**src/bmpm_pkg.sv**
```systemverilog
package bmpm_pkg;

  // Page geometry
  localparam int unsigned PAGE_BYTES   = 32;
  localparam int unsigned P1_USER      = 24;
  localparam int unsigned P23_USER     = 8;
  localparam int unsigned USER_TOTAL   = P1_USER + 2 * P23_USER;
  localparam logic [5:0]  P2_IDX_BASE  = 6'h18;
  localparam logic [5:0]  P3_IDX_BASE  = 6'h20;

  // Page numbers as seen in address bits 7:5
  localparam logic [2:0]  PAGE_ONE     = 3'h0;
  localparam logic [2:0]  PAGE_TWO     = 3'h1;
  localparam logic [2:0]  PAGE_THREE   = 3'h2;
  localparam logic [2:0]  PAGE_REGS    = 3'h3;
  localparam logic [2:0]  PAGE_FIVE    = 3'h4;

  // Byte addresses
  localparam logic [7:0]  ADDR_P1_LAST = 8'h17;
  localparam logic [7:0]  ADDR_P1_RSV  = 8'h18;
  localparam logic [7:0]  ADDR_TEMP_LO = 8'h60;
  localparam logic [7:0]  ADDR_TEMP_HI = 8'h61;
  localparam logic [7:0]  ADDR_STAT_LO = 8'h62;
  localparam logic [7:0]  ADDR_STAT_HI = 8'h63;
  localparam logic [7:0]  ADDR_VOLT_LO = 8'h77;
  localparam logic [7:0]  ADDR_VOLT_HI = 8'h78;
  localparam logic [7:0]  ADDR_MAKER_LO = 8'h80;
  localparam logic [7:0]  ADDR_MAKER_HI = 8'h81;
  localparam logic [7:0]  ADDR_CYC_LO  = 8'h82;
  localparam logic [7:0]  ADDR_CYC_HI  = 8'h83;
  localparam logic [7:0]  ADDR_LAST    = 8'h9f;

  // Status byte fields and the reserved read value
  localparam int unsigned STAT_TEMP_BUSY_BIT   = 0;
  localparam int unsigned STAT_EEPROM_BUSY_BIT = 1;
  localparam int unsigned STAT_LOCK_BIT        = 2;
  localparam int unsigned STAT_CONV_BUSY_BIT   = 3;
  localparam logic [7:0]  STAT_HI_VALUE = 8'hff;
  localparam logic [7:0]  RESERVED_READ = 8'hff;

  // Reset values and the cycle count ceiling
  localparam logic [7:0]  BYTE_RESET   = 8'h00;
  localparam logic [15:0] CYC_RESET    = 16'h0000;
  localparam logic [15:0] CYC_MAX      = 16'hffff;

  // Identity values, arbitrary
  localparam logic [63:0] ROM_ID_DEFAULT = 64'h0011_2233_4455_6677;
  localparam logic [15:0] MAKER_DEFAULT  = 16'h5a5a;

  // Timing
  localparam int unsigned CLK_HZ       = 40_000_000;
  localparam int unsigned COPY_MIN_MS  = 2;
  localparam int unsigned COPY_MAX_MS  = 10;
  localparam int unsigned COPY_CYCLES  = (COPY_MIN_MS * CLK_HZ + 999) / 1000;

  typedef enum logic [3:0] {
    BMPM_ROM_READ   = 4'h0,
    BMPM_ROM_MATCH  = 4'h1,
    BMPM_ROM_SEARCH = 4'h2,
    BMPM_ROM_SKIP   = 4'h3,
    BMPM_WR_SP      = 4'h4,
    BMPM_RD_SP      = 4'h5,
    BMPM_COPY_SP    = 4'h6,
    BMPM_RD_MEM     = 4'h7,
    BMPM_LOCK       = 4'h8,
    BMPM_UNLOCK     = 4'h9,
    BMPM_CYC_INC    = 4'ha,
    BMPM_CYC_CLR    = 4'hb,
    BMPM_CONV_T     = 4'hc,
    BMPM_CONV_V     = 4'hd
  } bmpm_op_t;

  typedef enum logic {
    BMPM_SEL_IDLE = 1'b0,
    BMPM_SEL_OPEN = 1'b1
  } bmpm_sel_t;

  typedef enum logic [2:0] {
    BMPM_PEND_NONE   = 3'h0,
    BMPM_PEND_P1     = 3'h1,
    BMPM_PEND_P2     = 3'h2,
    BMPM_PEND_LOCK   = 3'h3,
    BMPM_PEND_UNLOCK = 3'h4
  } bmpm_pend_t;

  typedef struct packed {
    bmpm_op_t    op;
    logic [7:0]  addr;
    logic [7:0]  data;
    logic [63:0] rom_id;
  } bmpm_req_t;

  typedef struct packed {
    logic        ok;
    logic [7:0]  data;
    logic [63:0] rom_id;
  } bmpm_rsp_t;

endpackage : bmpm_pkg

```
**src/bmpm_copy_timer.sv**
```systemverilog
`timescale 1ns/1ps
module bmpm_copy_timer
  import bmpm_pkg::*;
#(
  parameter int unsigned CYCLES = COPY_CYCLES
) (
  input  wire logic i_clk,
  input  wire logic i_reset,
  input  wire logic i_start,
  output logic      o_busy,
  output logic      o_done
);

  logic [31:0] cnt_q, cnt_d;
  logic        busy_q, busy_d;
  logic        done_q, done_d;

  // Busy stands exactly CYCLES clocks; a start while busy is ignored
  always_comb begin
    cnt_d  = cnt_q;
    busy_d = busy_q;
    done_d = 1'b0;
    if (busy_q) begin
      if (cnt_q == 32'h1) begin
        busy_d = 1'b0;
        done_d = 1'b1;
      end else begin
        cnt_d = cnt_q - 32'h1;
      end
    end else if (i_start) begin
      busy_d = 1'b1;
      cnt_d  = CYCLES;
    end
  end

  always_ff @(posedge i_clk or posedge i_reset) begin
    if (i_reset) begin
      cnt_q  <= 32'h0;
      busy_q <= 1'b0;
      done_q <= 1'b0;
    end else begin
      cnt_q  <= cnt_d;
      busy_q <= busy_d;
      done_q <= done_d;
    end
  end

  assign o_busy = busy_q;
  assign o_done = done_q;

endmodule : bmpm_copy_timer

```
**src/bmpm_memory.sv**
```systemverilog
`timescale 1ns/1ps
module bmpm_memory
  import bmpm_pkg::*;
#(
  parameter int unsigned COPY_TIME_CYCLES = COPY_CYCLES,
  parameter logic [63:0] ROM_ID           = ROM_ID_DEFAULT,
  parameter logic [15:0] MAKER_ID         = MAKER_DEFAULT
) (
  input  wire logic        i_clk,
  input  wire logic        i_reset,
  input  wire logic        i_bus_reset,
  input  wire logic        i_req_valid,
  input  wire bmpm_req_t   i_req,
  input  wire logic        i_parasite,
  input  wire logic [15:0] i_temp_value,
  input  wire logic        i_temp_done,
  input  wire logic [15:0] i_volt_value,
  input  wire logic        i_volt_done,
  output logic             o_rsp_valid,
  output bmpm_rsp_t        o_rsp,
  output logic             o_selected,
  output logic             o_conv_temp,
  output logic             o_conv_volt
);

  // Maps a user address onto the shared scratchpad/store index
  function automatic logic [6:0] user_map(input logic [7:0] a);
    logic [6:0] r;
    r = 7'h0;
    if (a[7:5] == PAGE_ONE && a <= ADDR_P1_LAST) begin
      r = {1'b1, a[5:0]};
    end else if (a[7:5] == PAGE_TWO && a[4:3] == 2'b00) begin
      r = {1'b1, P2_IDX_BASE | {3'h0, a[2:0]}};
    end else if (a[7:5] == PAGE_THREE && a[4:3] == 2'b00) begin
      r = {1'b1, P3_IDX_BASE | {3'h0, a[2:0]}};
    end
    return r;
  endfunction : user_map

  function automatic logic is_mem_op(input bmpm_op_t op);
    return op >= BMPM_WR_SP;
  endfunction : is_mem_op

  bmpm_sel_t   sel_q, sel_d;
  logic [7:0]  sp_q [USER_TOTAL];
  logic [7:0]  sp_d [USER_TOTAL];
  logic [7:0]  st_q [USER_TOTAL];
  logic [7:0]  st_d [USER_TOTAL];
  logic        lock_q, lock_d;
  logic [15:0] cyc_q, cyc_d;
  logic [15:0] temp_q, temp_d;
  logic [15:0] volt_q, volt_d;
  logic        tbusy_q, tbusy_d;
  logic        abusy_q, abusy_d;
  bmpm_pend_t  pend_q, pend_d;
  logic        rsp_valid_q, rsp_valid_d;
  bmpm_rsp_t   rsp_q, rsp_d;
  logic        conv_t_q, conv_t_d;
  logic        conv_v_q, conv_v_d;
  logic        para_meta_q, para_q;
  logic        nv_busy;
  logic        nv_done;
  logic        nv_start;
  logic [7:0]  status_lo;
  logic [6:0]  umap;

  // Supply detector level crosses in through two flops
  always_ff @(posedge i_clk or posedge i_reset) begin
    if (i_reset) begin
      para_meta_q <= 1'b0;
      para_q      <= 1'b0;
    end else begin
      para_meta_q <= i_parasite;
      para_q      <= para_meta_q;
    end
  end

  bmpm_copy_timer #(
    .CYCLES (COPY_TIME_CYCLES)
  ) u_copy_timer (
    .i_clk   (i_clk),
    .i_reset (i_reset),
    .i_start (nv_start),
    .o_busy  (nv_busy),
    .o_done  (nv_done)
  );

  assign status_lo = {4'h0, abusy_q, lock_q, nv_busy, tbusy_q};
  assign umap      = user_map(i_req.addr);

  always_comb begin
    sel_d       = sel_q;
    sp_d        = sp_q;
    st_d        = st_q;
    lock_d      = lock_q;
    cyc_d       = cyc_q;
    temp_d      = temp_q;
    volt_d      = volt_q;
    tbusy_d     = tbusy_q;
    abusy_d     = abusy_q;
    pend_d      = pend_q;
    rsp_valid_d = 1'b0;
    rsp_d       = '{ok: 1'b0, data: RESERVED_READ, rom_id: 64'h0};
    conv_t_d    = 1'b0;
    conv_v_d    = 1'b0;
    nv_start    = 1'b0;

    // Converter results; done events win over nothing, a new request re-sets below
    if (i_temp_done) begin
      tbusy_d = 1'b0;
      temp_d  = i_temp_value;
    end
    if (i_volt_done) begin
      abusy_d = 1'b0;
      volt_d  = i_volt_value;
    end

    // EEPROM commit at end of the busy window, only for the page or lock change latched
    if (nv_done) begin
      case (pend_q)
        BMPM_PEND_P1:     for (int i = 0; i < P1_USER; i++) st_d[i] = sp_q[i];
        BMPM_PEND_P2:     for (int i = 0; i < P23_USER; i++) begin
          st_d[P2_IDX_BASE + i] = sp_q[P2_IDX_BASE + i];
        end
        BMPM_PEND_LOCK:   lock_d = 1'b1;
        BMPM_PEND_UNLOCK: lock_d = 1'b0;
        default:          lock_d = lock_q;
      endcase
      pend_d = BMPM_PEND_NONE;
    end

    if (i_bus_reset) begin
      sel_d = BMPM_SEL_IDLE;
    end else if (i_req_valid) begin
      rsp_valid_d = 1'b1;
      if (!is_mem_op(i_req.op)) begin
        rsp_d.ok = 1'b1;
        case (i_req.op)
          BMPM_ROM_READ:  begin
            rsp_d.rom_id = ROM_ID;
            sel_d        = BMPM_SEL_OPEN;
          end
          BMPM_ROM_MATCH, BMPM_ROM_SEARCH: begin
            rsp_d.ok = (i_req.rom_id == ROM_ID);
            sel_d    = rsp_d.ok ? BMPM_SEL_OPEN : BMPM_SEL_IDLE;
          end
          default:        sel_d = BMPM_SEL_OPEN;
        endcase
      end else if (sel_q == BMPM_SEL_OPEN) begin
        case (i_req.op)
          BMPM_WR_SP: begin
            if (umap[6] && !para_q) begin
              sp_d[umap[5:0]] = i_req.data;
              rsp_d.ok        = 1'b1;
            end
          end
          BMPM_RD_SP: begin
            if (umap[6]) begin
              rsp_d.data = sp_q[umap[5:0]];
              rsp_d.ok   = 1'b1;
            end
          end
          BMPM_RD_MEM: begin
            rsp_d.ok = (i_req.addr <= ADDR_LAST);
            if (umap[6]) begin
              rsp_d.data = st_q[umap[5:0]];
            end else begin
              case (i_req.addr)
                ADDR_TEMP_LO:  rsp_d.data = temp_q[7:0];
                ADDR_TEMP_HI:  rsp_d.data = temp_q[15:8];
                ADDR_STAT_LO:  rsp_d.data = status_lo;
                ADDR_STAT_HI:  rsp_d.data = STAT_HI_VALUE;
                ADDR_VOLT_LO:  rsp_d.data = volt_q[7:0];
                ADDR_VOLT_HI:  rsp_d.data = volt_q[15:8];
                ADDR_MAKER_LO: rsp_d.data = MAKER_ID[7:0];
                ADDR_MAKER_HI: rsp_d.data = MAKER_ID[15:8];
                ADDR_CYC_LO:   rsp_d.data = cyc_q[7:0];
                ADDR_CYC_HI:   rsp_d.data = cyc_q[15:8];
                default:       rsp_d.data = RESERVED_READ;
              endcase
            end
          end
          BMPM_COPY_SP: begin
            if (!nv_busy && !para_q) begin
              case (i_req.addr[7:5])
                PAGE_ONE: if (!lock_q) begin
                  pend_d   = BMPM_PEND_P1;
                  nv_start = 1'b1;
                  rsp_d.ok = 1'b1;
                end
                PAGE_TWO: begin
                  pend_d   = BMPM_PEND_P2;
                  nv_start = 1'b1;
                  rsp_d.ok = 1'b1;
                end
                PAGE_THREE: begin
                  for (int i = 0; i < P23_USER; i++) begin
                    st_d[P3_IDX_BASE + i] = sp_q[P3_IDX_BASE + i];
                  end
                  rsp_d.ok = 1'b1;
                end
                default: rsp_d.ok = 1'b0;
              endcase
            end
          end
          BMPM_LOCK, BMPM_UNLOCK: begin
            if (!nv_busy && !para_q) begin
              pend_d   = (i_req.op == BMPM_LOCK) ? BMPM_PEND_LOCK : BMPM_PEND_UNLOCK;
              nv_start = 1'b1;
              rsp_d.ok = 1'b1;
            end
          end
          BMPM_CYC_INC, BMPM_CYC_CLR: begin
            if (!nv_busy && !para_q) begin
              if (i_req.op == BMPM_CYC_CLR) begin
                cyc_d = CYC_RESET;
              end else if (cyc_q != CYC_MAX) begin
                cyc_d = cyc_q + 16'h1;
              end
              rsp_d.ok = 1'b1;
            end
          end
          BMPM_CONV_T: begin
            if (!para_q) begin
              tbusy_d  = 1'b1;
              conv_t_d = 1'b1;
              rsp_d.ok = 1'b1;
            end
          end
          BMPM_CONV_V: begin
            if (!para_q) begin
              abusy_d  = 1'b1;
              conv_v_d = 1'b1;
              rsp_d.ok = 1'b1;
            end
          end
          default: rsp_d.ok = 1'b0;
        endcase
      end
      // Unselected memory requests fall through with ok low
    end
  end

  // Stores, lock and counter share one power-on reset with the rest
  always_ff @(posedge i_clk or posedge i_reset) begin
    if (i_reset) begin
      sel_q       <= BMPM_SEL_IDLE;
      for (int i = 0; i < USER_TOTAL; i++) begin
        sp_q[i] <= BYTE_RESET;
        st_q[i] <= BYTE_RESET;
      end
      lock_q      <= 1'b0;
      cyc_q       <= CYC_RESET;
      temp_q      <= CYC_RESET;
      volt_q      <= CYC_RESET;
      tbusy_q     <= 1'b0;
      abusy_q     <= 1'b0;
      pend_q      <= BMPM_PEND_NONE;
      rsp_valid_q <= 1'b0;
      rsp_q       <= '0;
      conv_t_q    <= 1'b0;
      conv_v_q    <= 1'b0;
    end else begin
      sel_q       <= sel_d;
      sp_q        <= sp_d;
      st_q        <= st_d;
      lock_q      <= lock_d;
      cyc_q       <= cyc_d;
      temp_q      <= temp_d;
      volt_q      <= volt_d;
      tbusy_q     <= tbusy_d;
      abusy_q     <= abusy_d;
      pend_q      <= pend_d;
      rsp_valid_q <= rsp_valid_d;
      rsp_q       <= rsp_d;
      conv_t_q    <= conv_t_d;
      conv_v_q    <= conv_v_d;
    end
  end

  assign o_rsp_valid = rsp_valid_q;
  assign o_rsp       = rsp_q;
  assign o_selected  = sel_q;
  assign o_conv_temp = conv_t_q;
  assign o_conv_volt = conv_v_q;

  // Length of the current busy window, read only by the checks
  logic [31:0] busy_len_q;
  always_ff @(posedge i_clk or posedge i_reset) begin
    if (i_reset) begin
      busy_len_q <= 32'h0;
    end else begin
      busy_len_q <= nv_busy ? busy_len_q + 32'h1 : 32'h0;
    end
  end

  logic req_sel;
  assign req_sel = i_req_valid && !i_bus_reset && sel_q == BMPM_SEL_OPEN;
endmodule : bmpm_memory

```
**config.mk**
```make
export PLATFORM = sky130hd
export DESIGN_NAME = bmpm_memory
export DESIGN_NICKNAME = d
export VERILOG_FILES = /design/src/bmpm_pkg.sv /design/src/bmpm_copy_timer.sv /design/src/bmpm_memory.sv
export SDC_FILE = /design/constraint.sdc
export NUM_CORES = 2
export LEC_CHECK = 0
export BUFFER_PORTS_ARGS = -buffer_cell sky130_fd_sc_hd__buf_4
export CAP_MARGIN = 20
export CORE_UTILIZATION = 45
export DETAILED_ROUTE_END_ITERATION = 6
export GPL_TIMING_DRIVEN = 0
export HOLD_SLACK_MARGIN = 0.06
export PLACE_DENSITY = 0.69
export SLEW_MARGIN = 20
export SYNTH_ARGS = -nofsm -noshare
export SYNTH_HDL_FRONTEND = slang
export SYNTH_SLANG_ARGS = --single-unit
export TNS_END_PERCENT = 100
```
**constraint.sdc**
```tcl
create_clock -name i_clk -period 57.9 [get_ports i_clk]
set_input_delay 17.37 -clock i_clk [delete_from_list [all_inputs] [get_ports i_clk]]
set_output_delay 17.37 -clock i_clk [all_outputs]
set_load 0.05 [all_outputs]
```
==> run_results.csv <==
group,metric,value,unit
outcome,outcome,"finished, violations left",
outcome,violations,"design-rule violations",
finish,area_growth,15.4,%
worst_setup_path,cp.arrival,21.86,ns
pwr,static-leakage-power,19.4,nW
global_route,grt_pass1_vias,26000,
synth,ys_ff_latch,744,
placement,gp_congestion,1.03,
pwr,power_density,27.8,nW/um^2
synth,netlist_area,35600,um^2
clock_network,cts-hold-fix-buffers,0,
floorplan,row_count,102,
clock_network,cts_htree_levels,3,
synth,yosys_warnings,0,
finish,fillers,6676,
worst_setup_path,path_class,"primary input to register",
pwr,finalPower,1.14,mW
clock_network,cts_setup_buffers,0,
sta,max_slew.worst_pin.slew,1.29,ns
detailed_routing,num_vias,27000,
floorplan,start_util,0.458,
detailed_routing,wl_per_cell,32.3,um
finish,ff_latch_area,18600,um^2
finish,final_common_cell,"dfrtp_1",
global_route,grt_pass1_wl,192,mm
placement,place_ws,36.22,ns
placement,dp_hpwl,92.7,mm
finish,drive_gt1_frac,0.390,
sta,relSlewSlack,0.141,
sta,setup_viol,0,
worst_setup_path,reg2reg_from,"u_copy_timer.o_done",
sta,fin_skew,0.0290,ns
clock_network,cts_resized,0,
detailed_routing,wl,135,mm
floorplan,die_height,283,um
sta,min_period_over_period,0.369,
synth,synth.distinct_cells,103,
clock_network,cts_buffers,80,
floorplan,dieArea,80300,um^2
detailed_routing,drt_iter0_drc,3795,
finish,finalCoreUtilization,0.528,
finish,fin_area,41100,um^2
synth,synth-edff-count,0,
sta,finalHoldViolCount,0,
worst_setup_path,end_kind,"register",
clock_network,cts_sinks,744,
min_path,hp-start,"para_meta_q",
synth,synthArstFlopShare,1.00,
flow_run,maxCapViolCount,0,
detailed_routing,drt-vias-per-instance,6.45,
global_route,antenna_found_initial,5,
detailed_routing,dr.pass1.iters,7,
clock_network,cts_buffer_depth,3,
synth,synthCells,2813,
clock_network,cts-root-buf,"clkbuf_16",
floorplan,io_pins,200,
synth,yosysSeqAreaShare,0.522,
worst_setup_path,cp-start-kind,"primary input",
sta,period_needed,21.39,ns
placement,io_buffers,144,
detailed_routing,ant_nets,0,
floorplan,core-area,77800,um^2
clock_network,clk_latency,0.66,ns
placement,post_dp_cell_area,38400,um^2
worst_setup_path,crit_start,"i_req[72]",
sta,fin_ws,36.51,ns
worst_setup_path,cp.required,58.37,ns
finish,final_cell_mix,"dfrtp_1, mux2_2, buf_4",
clock_network,cts_tree,"yes",
worst_setup_path,worstPathMaxFanout,10,
sta,drv_slew,0,
pwr,vdd_drop_max,0.0206,mV
sta,fmax,46.8,MHz
global_route,overflow,0,
finish,multi_input_area,15800,um^2
synth,syn_area_per_cell,12.7,um^2
detailed_routing,drc,2,
finish,fin_nets,3214,
global_route,track_usage,0.332,
floorplan,die_width,283,um
clock_network,clk_pin_slew,0.06,ns
sta,rsz0062_at_grt,"no",
sta,fin_setup_tns,0,ns
min_path,hold_class,"register to register",
synth,synth_ff_type,"dfrtp_1",
global_route,grt_max_degree,108,
==> final timing paths <==
check / slack (ns) / depth (start not counted) / to
worst max-delay path: 36.51 / 9 / o_rsp[64]
worst min-delay path: 0.35 / 0 / para_q
worst max register to register: 54.52 / 4 / st_q[190]
worst min register to register: 0.35 / 0 / para_q
max in group asynchronous: 39.28 / 5 / sp_q[102]
min in group asynchronous: 16.74 / 2 / u_copy_timer.cnt_q[0]
==> metal layers <==
layer / track usage / up-vias / part of all wire
met2: 0.468 / 1746 / 0.42
met3: 0.0982 / 485 / 0.12
li1: - / 10900 / -
met4: 0.204 / 6 / 0.073
met1: 0.449 / 13900 / 0.39
met5: 0.00238 / - / 0.00031
==> cells in the mapped netlist, types with 11 or more instances <==
| master | instances | area (um^2) |
|---|---|---|
| buf_4 | 77 | 578 |
| a31oi_1 | 14 | 87.6 |
| nor4_1 | 19 | 119 |
| xor2_1 | 16 | 140 |
| and3_1 | 12 | 75.1 |
| nand3_1 | 33 | 165 |
| a22o_1 | 15 | 131 |
| o221ai_1 | 18 | 158 |
| clkbuf_1 | 95 | 357 |
| a22oi_1 | 45 | 338 |
| dfrtp_1 | 744 | 18600 |
| nor3_1 | 24 | 120 |
| a21oi_1 | 81 | 405 |
| nand2_1 | 108 | 405 |
| buf_2 | 59 | 295 |
| mux2_2 | 717 | 8070 |
| nor2_4 | 17 | 191 |
| o2111ai_1 | 12 | 105 |
| a211oi_1 | 19 | 143 |
| nand4_1 | 14 | 87.6 |
| a221oi_1 | 15 | 131 |
| nor2_1 | 115 | 432 |
| o22ai_1 | 86 | 538 |
| mux2i_1 | 94 | 941 |
| o211ai_1 | 11 | 82.6 |
| inv_1 | 14 | 52.6 |
| mux2_1 | 15 | 169 |
| o31ai_1 | 12 | 90.1 |
| xnor2_1 | 17 | 149 |
| o21ai_0 | 52 | 260 |
==> registers in the layout (all words and copies together), names as in the netlist, 3 cells and up <==
name	flops
sp_q	320
st_q	320
u_copy_timer.cnt_q	32
cyc_q	16
temp_q	16
volt_q	16
o_rsp	10
pend_q	3
==> kinds of logic after synthesis <==
group,share of synthesized area
xor gates and xnor gates,0.00811
DFF,0.522
muxes,0.259
adders and majority gates,0.00105
and+or+nand+nor,0.0716
buffers and inverters,0.0381
other,0.000105
AOI/OAI and AO/OA,0.0992
==> cell type report <==
type	instances	share of cell area
inverters	14	0.00146
multi-input cells	1851	0.385
diodes	2	0.000122
well taps	1040	0.0316
clock buffers	114	0.0568
clock inverters	25	0.00840
repair buffers	154	0.0319
plain buffers	243	0.0322
flip-flops and latches	744	0.453
==> critical path: stages <==
cell and delay, ns:
buf_2 0.18, buf_2 0.46, buf_2 0.61, buf_2 0.65
buf_2 0.64, o32ai_1 0.17, a2111oi_0 0.78, nor3_1 0.25
o311ai_1 0.69
==> metrics by stage <==
stage                     hold WS [ns]  std cells
after global routing             0.355       4186
after floorplan                  0.331       2852
after global placement           0.335       4036
final                            0.351       4187
after CTS                        0.351       4185
after detailed placement         0.338       4046
==> report_power, final <==
group	internal [mW]	switching, mW	leakage [nW]
Clock	0.315	0.219	1.32
Combinational	0.0209	0.0618	7.91
Sequential	0.522	0.00157	10.2
Total	0.859	0.282	19.4
(Power assumes the default switching activity.)
